--- src/ast_baud_gen.sv ---
// Shared constants package and the down-counting baud tick generator
`default_nettype none

package ast_pkg;
  // Register indices; a byte address is four times its index
  localparam logic [11:0] IDX_IRQ_FLAGS = 12'h00C;
  localparam logic [11:0] IDX_RX_CS = 12'h018;
  localparam logic [11:0] IDX_TX_HOLD = 12'h019;
  localparam logic [11:0] IDX_IRQ_EN = 12'h08C;
  localparam logic [11:0] IDX_TX_CS = 12'h098;
  localparam logic [11:0] IDX_DIVISOR = 12'h099;
  localparam logic [11:0] ADDR_IRQ_FLAGS = 12'(IDX_IRQ_FLAGS * 4);
  localparam logic [11:0] ADDR_RX_CS = 12'(IDX_RX_CS * 4);
  localparam logic [11:0] ADDR_TX_HOLD = 12'(IDX_TX_HOLD * 4);
  localparam logic [11:0] ADDR_IRQ_EN = 12'(IDX_IRQ_EN * 4);
  localparam logic [11:0] ADDR_TX_CS = 12'(IDX_TX_CS * 4);
  localparam logic [11:0] ADDR_DIVISOR = 12'(IDX_DIVISOR * 4);
  // Field positions
  localparam int FLAG_BUF_EMPTY_BIT = 4;
  localparam int IRQ_EN_BUF_BIT = 4;
  localparam int RXCS_PORT_EN_BIT = 7;
  localparam int TXCS_NINE_BIT = 6;
  localparam int TXCS_TX_EN_BIT = 5;
  localparam int TXCS_SYNC_BIT = 4;
  localparam int TXCS_HIGH_SPEED_BIT = 2;
  localparam int TXCS_SHIFTER_EMPTY_BIT = 1;
  localparam int TXCS_NINTH_BIT = 0;
  // Reset values
  localparam logic [7:0] TXCS_RESET = 8'h02;
  localparam logic [7:0] BYTE_RESET = 8'h00;
  // Ticks per bit minus one, for x16 and x64 oversampling
  localparam logic [5:0] TICKS_LAST_X16 = 6'h0F;
  localparam logic [5:0] TICKS_LAST_X64 = 6'h3F;
  // Data bit index of the last bit for 8 and 9 bit frames
  localparam logic [3:0] LAST_BIT_8 = 4'h7;
  localparam logic [3:0] LAST_BIT_9 = 4'h8;
  localparam logic [1:0] RESP_OKAY = 2'h0;
  localparam logic [1:0] RESP_SLVERR = 2'h2;
  typedef enum logic [1:0]
  {
    TX_IDLE = 2'b00,
    TX_START = 2'b01,
    TX_DATA = 2'b10,
    TX_STOP = 2'b11
  } ast_tx_state_t;
endpackage

module ast_baud_gen
(
  input wire logic aclk,
  input wire logic aresetn,
  input wire logic run,
  input wire logic [7:0] baud_divisor,
  output logic tick
);
  import ast_pkg::*;

  logic [7:0] count_reg;
  logic tick_reg;

  // Reload whenever stopped so each frame starts a full period
  always_ff @(posedge aclk)
  begin
    if (!aresetn)
    begin
      count_reg <= BYTE_RESET;
      tick_reg <= 1'b0;
    end
    else if (!run)
    begin
      count_reg <= baud_divisor;
      tick_reg <= 1'b0;
    end
    else if (count_reg == BYTE_RESET)
    begin
      count_reg <= baud_divisor;
      tick_reg <= 1'b1;
    end
    else
    begin
      count_reg <= count_reg - 8'h01;
      tick_reg <= 1'b0;
    end
  end

  assign tick = tick_reg;

  a_tick_spacing: assert property (@(posedge aclk) disable iff (!aresetn)
    (tick && run && baud_divisor != 8'h00 && count_reg == baud_divisor) |=> !tick)
    else $error("baud tick repeated before divisor expired");
endmodule

`default_nettype wire

--- src/ast_uart_tx.sv ---
// Asynchronous serial transmitter with AXI4-Lite register access
//
// Design decisions made here: the AXI4-Lite slave port and the address map.
`default_nettype none

module ast_uart_tx
(
  input wire logic aclk,
  input wire logic aresetn,
  input wire logic [11:0] s_axi_awaddr,
  input wire logic s_axi_awvalid,
  output logic s_axi_awready,
  input wire logic [31:0] s_axi_wdata,
  input wire logic [3:0] s_axi_wstrb,
  input wire logic s_axi_wvalid,
  output logic s_axi_wready,
  output logic [1:0] s_axi_bresp,
  output logic s_axi_bvalid,
  input wire logic s_axi_bready,
  input wire logic [11:0] s_axi_araddr,
  input wire logic s_axi_arvalid,
  output logic s_axi_arready,
  output logic [31:0] s_axi_rdata,
  output logic [1:0] s_axi_rresp,
  output logic s_axi_rvalid,
  input wire logic s_axi_rready,
  input wire logic sleep,
  output logic tx_out,
  output logic tx_oe_n,
  output logic tx_irq
);
  import ast_pkg::*;

  logic awready_reg, wready_reg, bvalid_reg, arready_reg, rvalid_reg;
  logic [1:0] bresp_reg, rresp_reg;
  logic [31:0] rdata_reg;
  logic [11:0] aw_addr_reg;
  logic [7:0] w_data_reg;
  logic w_lane_reg, aw_full_reg, w_full_reg;
  logic serial_port_enable_reg, nine_bit_select_reg, transmit_enable_reg;
  logic sync_sel_reg, high_speed_sel_reg, ninth_tx_bit_reg, tx_buf_irq_enable_reg;
  logic [7:0] baud_divisor_reg, tx_holding_buf_reg;
  logic tx_buf_empty_flag_reg, buf_full_reg;
  ast_tx_state_t state_reg;
  logic [8:0] tx_shift_reg;
  logic [3:0] bit_cnt_reg;
  logic [5:0] tick_cnt_reg;
  logic tx_out_reg, tx_oe_n_reg, tx_irq_reg;
  logic wr_fire, wr_lane, aw_hs, w_hs, ar_hs, addr_ok_w, addr_ok_r;
  logic hold_wr, txcs_wr, enable_rise, active, run_ok, baud_run, tick;
  logic bit_end, last_data, stop_done, load, shifter_empty;
  logic [5:0] ticks_last;
  logic [7:0] rd_byte;

  // Bus handshakes; write address and data may arrive in either order
  assign aw_hs = s_axi_awvalid && awready_reg;
  assign w_hs = s_axi_wvalid && wready_reg;
  assign ar_hs = s_axi_arvalid && arready_reg;
  assign wr_fire = aw_full_reg && w_full_reg && !bvalid_reg;
  assign addr_ok_w = aw_addr_reg == ADDR_IRQ_FLAGS || aw_addr_reg == ADDR_RX_CS ||
    aw_addr_reg == ADDR_TX_HOLD || aw_addr_reg == ADDR_IRQ_EN ||
    aw_addr_reg == ADDR_TX_CS || aw_addr_reg == ADDR_DIVISOR;
  assign wr_lane = wr_fire && w_lane_reg && addr_ok_w;
  assign hold_wr = wr_lane && aw_addr_reg == ADDR_TX_HOLD;
  assign txcs_wr = wr_lane && aw_addr_reg == ADDR_TX_CS;
  assign enable_rise = txcs_wr && w_data_reg[TXCS_TX_EN_BIT] && !transmit_enable_reg;

  // Transmitter runs only in asynchronous mode with port and transmitter on
  assign active = serial_port_enable_reg && transmit_enable_reg && !sync_sel_reg;
  assign run_ok = active && !sleep;
  assign baud_run = run_ok && state_reg != TX_IDLE;
  assign ticks_last = high_speed_sel_reg ? TICKS_LAST_X16 : TICKS_LAST_X64;
  assign bit_end = tick && !sleep && tick_cnt_reg == ticks_last; // A tick landing as sleep starts is dropped
  assign last_data = bit_cnt_reg == (nine_bit_select_reg ? LAST_BIT_9 : LAST_BIT_8);
  assign stop_done = state_reg == TX_STOP && bit_end;
  // A write to the buffer defers the transfer one cycle, so flag never races
  assign load = run_ok && buf_full_reg && !hold_wr && (state_reg == TX_IDLE || stop_done);
  assign shifter_empty = state_reg == TX_IDLE;

  ast_baud_gen ast_baud_gen_inst
  (
    .aclk(aclk),
    .aresetn(aresetn),
    .run(baud_run),
    .baud_divisor(baud_divisor_reg),
    .tick(tick)
  );

  // Write address and data capture
  always_ff @(posedge aclk)
  begin
    if (!aresetn)
    begin
      aw_full_reg <= 1'b0;
      w_full_reg <= 1'b0;
      aw_addr_reg <= 12'h000;
      w_data_reg <= BYTE_RESET;
      w_lane_reg <= 1'b0;
    end
    else
    begin
      if (aw_hs)
      begin
        aw_full_reg <= 1'b1;
        aw_addr_reg <= s_axi_awaddr;
      end
      else if (wr_fire)
        aw_full_reg <= 1'b0;
      if (w_hs)
      begin
        w_full_reg <= 1'b1;
        w_data_reg <= s_axi_wdata[7:0];
        w_lane_reg <= s_axi_wstrb[0]; // Only the low lane holds data
      end
      else if (wr_fire)
        w_full_reg <= 1'b0;
    end
  end

  // Write ready and response
  always_ff @(posedge aclk)
  begin
    if (!aresetn)
    begin
      awready_reg <= 1'b0;
      wready_reg <= 1'b0;
      bvalid_reg <= 1'b0;
      bresp_reg <= RESP_OKAY;
    end
    else
    begin
      awready_reg <= !(aw_full_reg || aw_hs) && !bvalid_reg && !wr_fire;
      wready_reg <= !(w_full_reg || w_hs) && !bvalid_reg && !wr_fire;
      if (wr_fire)
      begin
        bvalid_reg <= 1'b1;
        bresp_reg <= addr_ok_w ? RESP_OKAY : RESP_SLVERR;
      end
      else if (s_axi_bready)
        bvalid_reg <= 1'b0;
    end
  end

  // Configuration registers
  always_ff @(posedge aclk)
  begin
    if (!aresetn)
    begin
      serial_port_enable_reg <= 1'b0;
      nine_bit_select_reg <= 1'b0;
      transmit_enable_reg <= 1'b0;
      sync_sel_reg <= 1'b0;
      high_speed_sel_reg <= 1'b0;
      ninth_tx_bit_reg <= 1'b0;
      tx_buf_irq_enable_reg <= 1'b0;
      baud_divisor_reg <= BYTE_RESET;
    end
    else if (wr_lane)
    begin
      case (aw_addr_reg)
        ADDR_RX_CS: serial_port_enable_reg <= w_data_reg[RXCS_PORT_EN_BIT];
        ADDR_IRQ_EN: tx_buf_irq_enable_reg <= w_data_reg[IRQ_EN_BUF_BIT];
        ADDR_DIVISOR: baud_divisor_reg <= w_data_reg;
        ADDR_TX_CS:
        begin
          nine_bit_select_reg <= w_data_reg[TXCS_NINE_BIT];
          transmit_enable_reg <= w_data_reg[TXCS_TX_EN_BIT];
          sync_sel_reg <= w_data_reg[TXCS_SYNC_BIT];
          high_speed_sel_reg <= w_data_reg[TXCS_HIGH_SPEED_BIT];
          ninth_tx_bit_reg <= w_data_reg[TXCS_NINTH_BIT];
        end
        default: ;
      endcase
    end
  end

  // Holding buffer and its empty flag; the flag register ignores bus writes
  always_ff @(posedge aclk)
  begin
    if (!aresetn)
    begin
      tx_holding_buf_reg <= BYTE_RESET;
      buf_full_reg <= 1'b0;
      tx_buf_empty_flag_reg <= 1'b0;
    end
    else
    begin
      if (hold_wr)
      begin
        tx_holding_buf_reg <= w_data_reg;
        buf_full_reg <= 1'b1;
      end
      else if (load || !transmit_enable_reg)
        buf_full_reg <= 1'b0; // Disabling drops a pending character
      if (load || enable_rise)
        tx_buf_empty_flag_reg <= 1'b1;
      else if (hold_wr)
        tx_buf_empty_flag_reg <= 1'b0;
    end
  end

  // Frame sequencer; sleep freezes it in place, disabling aborts it
  always_ff @(posedge aclk)
  begin
    if (!aresetn || !active)
      state_reg <= TX_IDLE;
    else if (!sleep)
    begin
      case (state_reg)
        TX_IDLE: if (load) state_reg <= TX_START;
        TX_START: if (bit_end) state_reg <= TX_DATA;
        TX_DATA: if (bit_end && last_data) state_reg <= TX_STOP;
        TX_STOP: if (bit_end) state_reg <= load ? TX_START : TX_IDLE;
        default: state_reg <= TX_IDLE;
      endcase
    end
  end

  // Shifter and bit counter; only the sequencer reaches the shifter
  always_ff @(posedge aclk)
  begin
    if (!aresetn)
    begin
      tx_shift_reg <= 9'h000;
      bit_cnt_reg <= 4'h0;
    end
    else if (load)
    begin
      tx_shift_reg <= {ninth_tx_bit_reg & nine_bit_select_reg, tx_holding_buf_reg};
      bit_cnt_reg <= 4'h0;
    end
    else if (run_ok && state_reg == TX_DATA && bit_end)
    begin
      tx_shift_reg <= {1'b0, tx_shift_reg[8:1]};
      bit_cnt_reg <= bit_cnt_reg + 4'h1;
    end
  end

  // Oversampling tick counter within one bit period
  always_ff @(posedge aclk)
  begin
    if (!aresetn || !active || state_reg == TX_IDLE)
      tick_cnt_reg <= 6'h00;
    else if (bit_end)
      tick_cnt_reg <= 6'h00;
    else if (tick && !sleep)
      tick_cnt_reg <= tick_cnt_reg + 6'h01;
  end

  // Line and pin drivers; idle line is high while the port owns the pin
  always_ff @(posedge aclk)
  begin
    if (!aresetn)
    begin
      tx_out_reg <= 1'b1;
      tx_oe_n_reg <= 1'b1;
      tx_irq_reg <= 1'b0;
    end
    else
    begin
      case (state_reg)
        TX_START: tx_out_reg <= 1'b0;
        TX_DATA: tx_out_reg <= tx_shift_reg[0];
        default: tx_out_reg <= 1'b1;
      endcase
      tx_oe_n_reg <= !serial_port_enable_reg;
      tx_irq_reg <= tx_buf_empty_flag_reg && tx_buf_irq_enable_reg;
    end
  end

  // Read data select; unused bits read zero
  always_comb
  begin
    rd_byte = BYTE_RESET;
    addr_ok_r = 1'b1;
    case (s_axi_araddr)
      ADDR_IRQ_FLAGS: rd_byte[FLAG_BUF_EMPTY_BIT] = tx_buf_empty_flag_reg;
      ADDR_RX_CS: rd_byte[RXCS_PORT_EN_BIT] = serial_port_enable_reg;
      ADDR_TX_HOLD: rd_byte = tx_holding_buf_reg;
      ADDR_IRQ_EN: rd_byte[IRQ_EN_BUF_BIT] = tx_buf_irq_enable_reg;
      ADDR_TX_CS:
      begin
        rd_byte[TXCS_NINE_BIT] = nine_bit_select_reg;
        rd_byte[TXCS_TX_EN_BIT] = transmit_enable_reg;
        rd_byte[TXCS_SYNC_BIT] = sync_sel_reg;
        rd_byte[TXCS_HIGH_SPEED_BIT] = high_speed_sel_reg;
        rd_byte[TXCS_SHIFTER_EMPTY_BIT] = shifter_empty;
        rd_byte[TXCS_NINTH_BIT] = ninth_tx_bit_reg;
      end
      ADDR_DIVISOR: rd_byte = baud_divisor_reg;
      default: addr_ok_r = 1'b0;
    endcase
  end

  // Read channel; one read outstanding
  always_ff @(posedge aclk)
  begin
    if (!aresetn)
    begin
      arready_reg <= 1'b0;
      rvalid_reg <= 1'b0;
      rdata_reg <= 32'h0000_0000;
      rresp_reg <= RESP_OKAY;
    end
    else
    begin
      arready_reg <= !rvalid_reg && !ar_hs;
      if (ar_hs)
      begin
        rvalid_reg <= 1'b1;
        rdata_reg <= {24'h000000, rd_byte};
        rresp_reg <= addr_ok_r ? RESP_OKAY : RESP_SLVERR;
      end
      else if (s_axi_rready)
        rvalid_reg <= 1'b0;
    end
  end

  assign s_axi_awready = awready_reg;
  assign s_axi_wready = wready_reg;
  assign s_axi_bvalid = bvalid_reg;
  assign s_axi_bresp = bresp_reg;
  assign s_axi_arready = arready_reg;
  assign s_axi_rvalid = rvalid_reg;
  assign s_axi_rdata = rdata_reg;
  assign s_axi_rresp = rresp_reg;
  assign tx_out = tx_out_reg;
  assign tx_oe_n = tx_oe_n_reg;
  assign tx_irq = tx_irq_reg;

  a_load_sets_flag: assert property (@(posedge aclk) disable iff (!aresetn)
    load |=> tx_buf_empty_flag_reg && !buf_full_reg && state_reg == TX_START)
    else $error("transfer did not empty buffer and set flag");

  a_write_clears_flag: assert property (@(posedge aclk) disable iff (!aresetn)
    (hold_wr && !enable_rise) |=> !tx_buf_empty_flag_reg && buf_full_reg)
    else $error("buffer write did not clear flag");

  a_flag_not_soft: assert property (@(posedge aclk) disable iff (!aresetn)
    (wr_lane && aw_addr_reg == ADDR_IRQ_FLAGS && !load) |=> $stable(tx_buf_empty_flag_reg))
    else $error("software write changed buffer empty flag");

  a_enable_flag: assert property (@(posedge aclk) disable iff (!aresetn)
    enable_rise |=> tx_buf_empty_flag_reg && transmit_enable_reg)
    else $error("transmit enable did not set flag");

  a_load_when_free: assert property (@(posedge aclk) disable iff (!aresetn)
    (load && state_reg != TX_IDLE) |-> state_reg == TX_STOP && bit_end)
    else $error("shifter loaded before stop bit finished");

  a_sleep_freeze: assert property (@(posedge aclk) disable iff (!aresetn)
    (sleep && active && $past(sleep)) |=> $stable(state_reg) && $stable(tx_shift_reg))
    else $error("transmitter moved during sleep");

  a_start_bit_low: assert property (@(posedge aclk) disable iff (!aresetn)
    (state_reg == TX_START) |=> !tx_out)
    else $error("start bit not low");

  a_stop_bit_high: assert property (@(posedge aclk) disable iff (!aresetn)
    (state_reg == TX_DATA ##1 state_reg == TX_STOP) |=> tx_out)
    else $error("stop bit not high");

  a_pin_handover: assert property (@(posedge aclk) disable iff (!aresetn)
    serial_port_enable_reg |=> !tx_oe_n)
    else $error("pin not driven with port enabled");

  a_irq_gate: assert property (@(posedge aclk) disable iff (!aresetn)
    (tx_buf_empty_flag_reg && !tx_buf_irq_enable_reg) |=> !tx_irq)
    else $error("interrupt raised while disabled");

  a_empty_readback: assert property (@(posedge aclk) disable iff (!aresetn)
    (ar_hs && s_axi_araddr == ADDR_TX_CS) |=> s_axi_rdata[1] == $past(state_reg == TX_IDLE))
    else $error("shifter empty status wrong");
endmodule

`default_nettype wire

--- config.mk ---
export PLATFORM = sky130hd
export DESIGN_NAME = ast_uart_tx
export DESIGN_NICKNAME = d
export VERILOG_FILES = /design/src/ast_baud_gen.sv /design/src/ast_uart_tx.sv
export SDC_FILE = /design/constraint.sdc
export NUM_CORES = 1
export LEC_CHECK = 0
export BUFFER_PORTS_ARGS = -buffer_cell sky130_fd_sc_hd__clkbuf_2
export CAP_MARGIN = 20
export CORE_AREA = 4 4 102 104
export DETAILED_ROUTE_END_ITERATION = 16
export DIE_AREA = 0 0 106 108
export PLACE_DENSITY = 0.72
export SLEW_MARGIN = 10
export SYNTH_ARGS = -nofsm -noshare
export SYNTH_HDL_FRONTEND = slang
export SYNTH_SLANG_ARGS = --single-unit
--- constraint.sdc ---
create_clock -name aclk -period 2 [get_ports aclk]
set_input_delay 0.1 -clock aclk [delete_from_list [all_inputs] [get_ports aclk]]
set_output_delay 0.1 -clock aclk [all_outputs]
set_load 0.02 [all_outputs]
==> flow_summary.toml, run 1 <==
[run_status]
status = "completed"

[timing]
fin_skew_ns = 0.00670
setup_viol_count_final = 0
setup_slack_ns = 0.116
max_freq_ghz = 0.531
period_needed_ns = 1.88
period_share_pct = 94.2
drv_slew = 0
hold_violations = 0

[global_routing]
antenna_found_initial = 0
grt.total_usage_pct = 17.3
grt_pass1_vias = 3494
grt_pass1_wl_um = 16100
overflow = 0
grt_max_degree = 30

[worst_setup_path]
crit_slowest_cell = "or4_1"
path_cells = "or4_1 > nor4b_4 > nor3b_1 > buf_4 > o211a_1"
critPathMaxStageDelay_ns = 0.61
cp.required_ns = 2.25
r2r-end = "ast_baud_gen_inst.count_reg[1]"
r2r_start = "ast_baud_gen_inst.count_reg[3]"
start_kind = "flip-flop"
critPathKind = "flip-flop to flip-flop"
cp_max_fo = 16
cp.arrival_ns = 2.13
r2r_cells = 5
critical_path.endpoint_type = "flip-flop"
ff2ff_setup_slack_ns = 0.12

[yosys]
ys.flop_type = "dfxtp_1"
ys_top_cells_by_count = "dfxtp_1 (96), nand2_1 (93), a21boi_0 (29), mux2i_1 (29), buf_4 (28)"
yosysUniqueCellTypes = 55
async_reset_ff_share_pct = 0
yosysTopAreaCell = "dfxtp_1"
synth_top_family_by_area = "simple AND/OR/NAND/NOR gates"
yosysWarnings = 0
ys_seq_elements = 96
syn_area_um2 = 4500
ys_seq_area_share_pct = 42.7
syn_area_per_cell_um2 = 9.11
synth_top_area_share_pct = 42.7
synthAdderAreaFrac_pct = 2.22
synth-xor-area-share_pct = 2.34
synth-compound-area-share_pct = 13.9
synth_area_leaders = "dfxtp_1 (43%), nand2_1 (7.8%), mux2i_1 (6.5%)"
synth_edf_count = 0
synth-simple-area-share_pct = 23.0
synth_most_common_cell = "dfxtp_1"
syn_inst = 494
muxShareOfSynthArea_pct = 8.20

[worst_hold_path]
hold_end = "s_axi_bvalid"
hold_path.class = "primary input to flip-flop"
hp-start = "s_axi_bready"
min_delay_path_depth = 4

[finish]
nets = 665
largest_register_ffs = 12
antenna_cells = 0
syn_to_final_growth_pct = 19.9
finalInstanceArea_um2 = 5400
drive_gt1_share_pct = 21.1
finish.utilization_pct = 56.5

[floorplanning]
die_y_um = 108
die_x_um = 106
core-area_um2 = 9550
initial_core_util_pct = 47.1
die_area_um2 = 11400
num_rows = 36
pin_count = 112

[power_and_ir_drop]
power_density_nw_per_um2 = 653
switching_share_pct = 23.9
pwr-share-comb_pct = 8.8
vdd_drop_max_mv = 0.426
p_leak_nw = 2.36
pwr-share-seq_pct = 55.9
intPower_w = 0.00268
switchingPower_w = 0.000842
total_power_w = 0.00352
power_frac_clock_pct = 35.3

[route]
firstDrtPassIters = 6
drcViolationCount = 0
vias_per_cell = 4.93
wl_per_cell_um = 13.5
via_count = 3581
routed_wl_um = 9820
antenna_left = 0
first_iter_violations = 154

[clock_tree]
clk_path_buf_depth = 2
clkSinkCount = 96
cts_buffers = 9
tritoncts = "yes"
cts_root_buffer = "clkbuf_8"
htreeDepth = 3
clkLatencyLatePin_ns = 0.35
clk_pin_slew_ns = 0.08

[run]
maxCapViolCount = 0

[placed_design]
placed_area_um2 = 4940
post-place-ws_ns = 0.0386
numPortBuffers = 58
dp_hpwl_um = 7230
routabilityCongestion = 0.833
kinds of logic after synthesis:
family          count (synthesis)
compound gates                 86
xor+xnor                       12
fa+ha+maj                       8
buf+inv                        56
flops                          96
mux                            36
other cells                     1
simple gates                  199
stage by stage:
| step | setup TNS (ns) | hold slack [ns] | std cells |
|---|---|---|---|
| floorplan | 0 | 0.236 | 519 |
| global placement | 0 | 0.334 | 688 |
| detailed placement | 0 | 0.343 | 688 |
| CTS | 0 | 0.00908 | 724 |
| global route | -0.00107 | 0.0713 | 726 |
| finish | 0 | 0.0219 | 726 |
worst max-delay path by stage:
stage                                         startpoint                        endpoint  cells past startpoint  slack (ns)
final                     ast_baud_gen_inst.count_reg[3]  ast_baud_gen_inst.count_reg[1]                      5        0.12
after global routing                      aw_addr_reg[0]                    state_reg[0]                      7      -0.001
after CTS                                tick_cnt_reg[0]                 tx_shift_reg[0]                      7        0.03
after detailed placement                 tick_cnt_reg[0]                 tx_shift_reg[2]                      7        0.04
after global placement                    aw_addr_reg[0]                    state_reg[1]                      7        0.07
after floorplan                             s_axi_bvalid                 tx_shift_reg[0]                      8        0.06
layout make-up:
class / instances / area, um^2
flip-flops and latches: 96 / 1920
inverters: 8 / 30.0
multi-input cells: 367 / 2370
clock buffers: 12 / 145
repair buffers: 107 / 717
well taps: 133 / 166
clock inverters: 3 / 42.5
fillers: 880 / 4150
critical path, delay by kind of cell (launching register included):
family,cells,cell delay [ns]
buf+inv,1,0.20
compound gates,1,0.22
simple gates,3,1.01
flops,1,0.35
layout by cell type, fill, tap and decap left out, drive strengths merged, types with 5 or more instances in the layout:
cell type / instances
mux2: 7
nor4: 5
a21oi: 12
nor2: 25
or3: 7
conb: 26
ha: 8
xnor2: 7
nor2b: 12
inv: 8
o21ai: 13
dlygate4sd3: 22
nand2b: 6
nand3: 9
dfxtp: 96
nor3: 10
and2: 5
a22oi: 7
xor2: 5
a21boi: 30
clkbuf: 70
mux2i: 29
buf: 27
nand2: 94
o211a: 16
layer usage:
metal  GRT usage (%)  wire length [um]  vias up
met3            3.34               293       10
li1                -                 -     1838
met1            21.0              4250     1681
met5               0                 0        -
met4            4.35               105        0
met2            31.7              5170       52
power by group through the flow:
stage / clock network (W) / registers, W / logic (W)
floorplan: 0 / 0.00202 / 0.000194
global placement: 0 / 0.00201 / 0.000263
detailed placement: 0 / 0.00201 / 0.000267
CTS: 0.00128 / 0.00197 / 0.000300
global route: 0.00134 / 0.00197 / 0.000342
finish: 0.00124 / 0.00197 / 0.000310
what timing repair did:
item / CTS / global route
setup buffers: 0 / 1
hold buffers: 21 / 1
hold endpoints to repair: 21 / 1
gates resized for setup: 0 / 13
endpoints found under the setup margin: 0 / 21
(Power assumes the default switching activity.)
==> run 2: changes to the inputs <==
--- a/config.mk
+++ b/config.mk
@@ -8,8 +8,8 @@
 export BUFFER_PORTS_ARGS = -buffer_cell sky130_fd_sc_hd__clkbuf_2
 export CAP_MARGIN = 20
-export CORE_AREA = 4 4 102 104
+export CORE_AREA = 4 4 96 98
 export DETAILED_ROUTE_END_ITERATION = 16
-export DIE_AREA = 0 0 106 108
-export PLACE_DENSITY = 0.72
+export DIE_AREA = 0 0 100 102
+export PLACE_DENSITY = 0.77
 export SLEW_MARGIN = 10
 export SYNTH_ARGS = -nofsm -noshare
==> constraint.sdc (replaced) <==
create_clock -name aclk -period 2.2 [get_ports aclk]
set_input_delay 0.44 -clock aclk [delete_from_list [all_inputs] [get_ports aclk]]
set_output_delay 0.44 -clock aclk [all_outputs]
set_load 0.02 [all_outputs]
==> flow_summary.toml, run 2 (same netlist as run 1, synthesis figures left out) <==
[floorplanning]
die_area_um2 = 10200
pin_count = 112
die_x_um = 100
num_rows = 34
die_y_um = 102
initial_core_util_pct = 53.1
core-area_um2 = 8470

[power_and_ir_drop]
pwr-share-comb_pct = 7.5
intPower_w = 0.00226
switching_share_pct = 25.3
p_leak_nw = 2.17
total_power_w = 0.00303
vdd_drop_max_mv = 0.312
power_density_nw_per_um2 = 605
pwr-share-seq_pct = 59.2
switchingPower_w = 0.000767
power_frac_clock_pct = 33.3

[timing]
rsz0062_at_grt = "false"
max_freq_ghz = 0.488
setup_viol_count_final = 0
slew_headroom_pct = 63.6
fin_skew_ns = 0.00605
hold_slack_ns = 0.300
tns_ns = 0
period_share_pct = 93.1
period_needed_ns = 2.05
hold_violations = 0
tightest_slew_ns = 0.546
drv_slew = 0

[route]
via_count = 3504
first_iter_violations = 269
drcViolationCount = 0
wl_met2_um = 4930
wl_met1_um = 3960
vias_per_cell = 5.25
firstDrtPassIters = 4
wl_per_cell_um = 14.1
routed_wl_um = 9390
routed.top_layer = "met4"
antenna_left = 0
met3_length_um = 322

[global_routing]
grt_max_degree = 68
grt.total_usage_pct = 19.1
grt_pass1_vias = 3420
antenna_found_initial = 0
grt_pass1_wl_um = 15700
overflow = 0

[finish]
final_cell_mix = "dfxtp_1 (96), nand2_1 (93), clkbuf_2 (58), mux2i_1 (29), a21boi_0 (29)"
drive_gt1_share_pct = 18.4
finish.utilization_pct = 59.1
syn_to_final_growth_pct = 11.3
fillerInstances = 779
fin_cells = 667
antenna_cells = 0
nets = 630
final_common_cell = "dfxtp_1"
largest_register_ffs = 12

[clock_tree]
post_cts_buffers = 0
clk_path_buf_depth = 2
cts_root_buffer = "clkbuf_8"
clkLatencyLatePin_ns = 0.36
cts_hold_buffers = 0
cts_resized = 0
clk_pin_slew_ns = 0.09
htreeDepth = 3
cts_buffers = 9
tritoncts = "yes"
clkSinkCount = 96

[worst_setup_path]
cp.arrival_ns = 2.32
cp_max_fo = 4
critPathKind = "flip-flop to flip-flop"
start_kind = "flip-flop"
cp.required_ns = 2.47
critical_path.endpoint_type = "flip-flop"

[run]
maxCapViolCount = 0

[placed_design]
routabilityCongestion = 0.848
dp_hpwl_um = 7110
dp.cells = 651
numPortBuffers = 58

[worst_hold_path]
hold_path.class = "primary input to flip-flop"

[run_status]
status = "completed"
==> run 2: final timing paths <==
| path | start | to | slack (ns) | cells after the start |
|---|---|---|---|---|
| worst max-delay path | aw_addr_reg[6] | state_reg[0] | 0.15 | 7 |
| worst min-delay path | s_axi_wdata[1] | w_data_reg[1] | 0.30 | 3 |
| worst max register to register | aw_addr_reg[6] | state_reg[0] | 0.15 | 7 |
| worst min register to register | s_axi_rvalid | s_axi_arready | 0.45 | 1 |
==> run 2: layer usage <==
metal	up-vias	global-route usage, %
met1	1647	22.2
met2	65	35.0
met5	-	0
li1	1773	-
met4	0	6.11
met3	19	4.37
==> run 2: power groups by stage <==
stage               combinational, W  clock, W  sequential [W]
floorplan                   0.000177         0         0.00184
global route                0.000253   0.00110         0.00180
finish                      0.000227   0.00101         0.00179
global placement            0.000223         0         0.00183
detailed placement          0.000228         0         0.00184
CTS                         0.000229   0.00103         0.00180
==> run 2: worst max-delay path: stages, from the launching register on <==
cell and delay [ns]:
dfxtp_1 0.37, or4bb_1 0.53, nor4_1 0.31, buf_4 0.17, o21ai_0 0.10, o21ai_1 0.19, a21oi_1 0.09, o31ai_1 0.20
==> run 2: area by class of cell <==
class / instances / area [um^2] / share of cell area (%)
clock buffer: 12 / 135 / 2.70
clock inverter: 4 / 31.3 / 0.625
inverter: 8 / 30.0 / 0.600
multi-input combinational: 367 / 2330 / 46.6
sequential: 96 / 1920 / 38.4
tap: 108 / 135 / 2.70
timing repair buffer: 72 / 420 / 8.40
==> run 2: through the flow <==
step	instance area [um^2]	setup slack, ns
after floorplan	4590	0.263
after global placement	4840	0.225
after detailed placement	4840	0.167
after CTS	5010	0.166
after global routing	5010	0.0131
final	5010	0.153
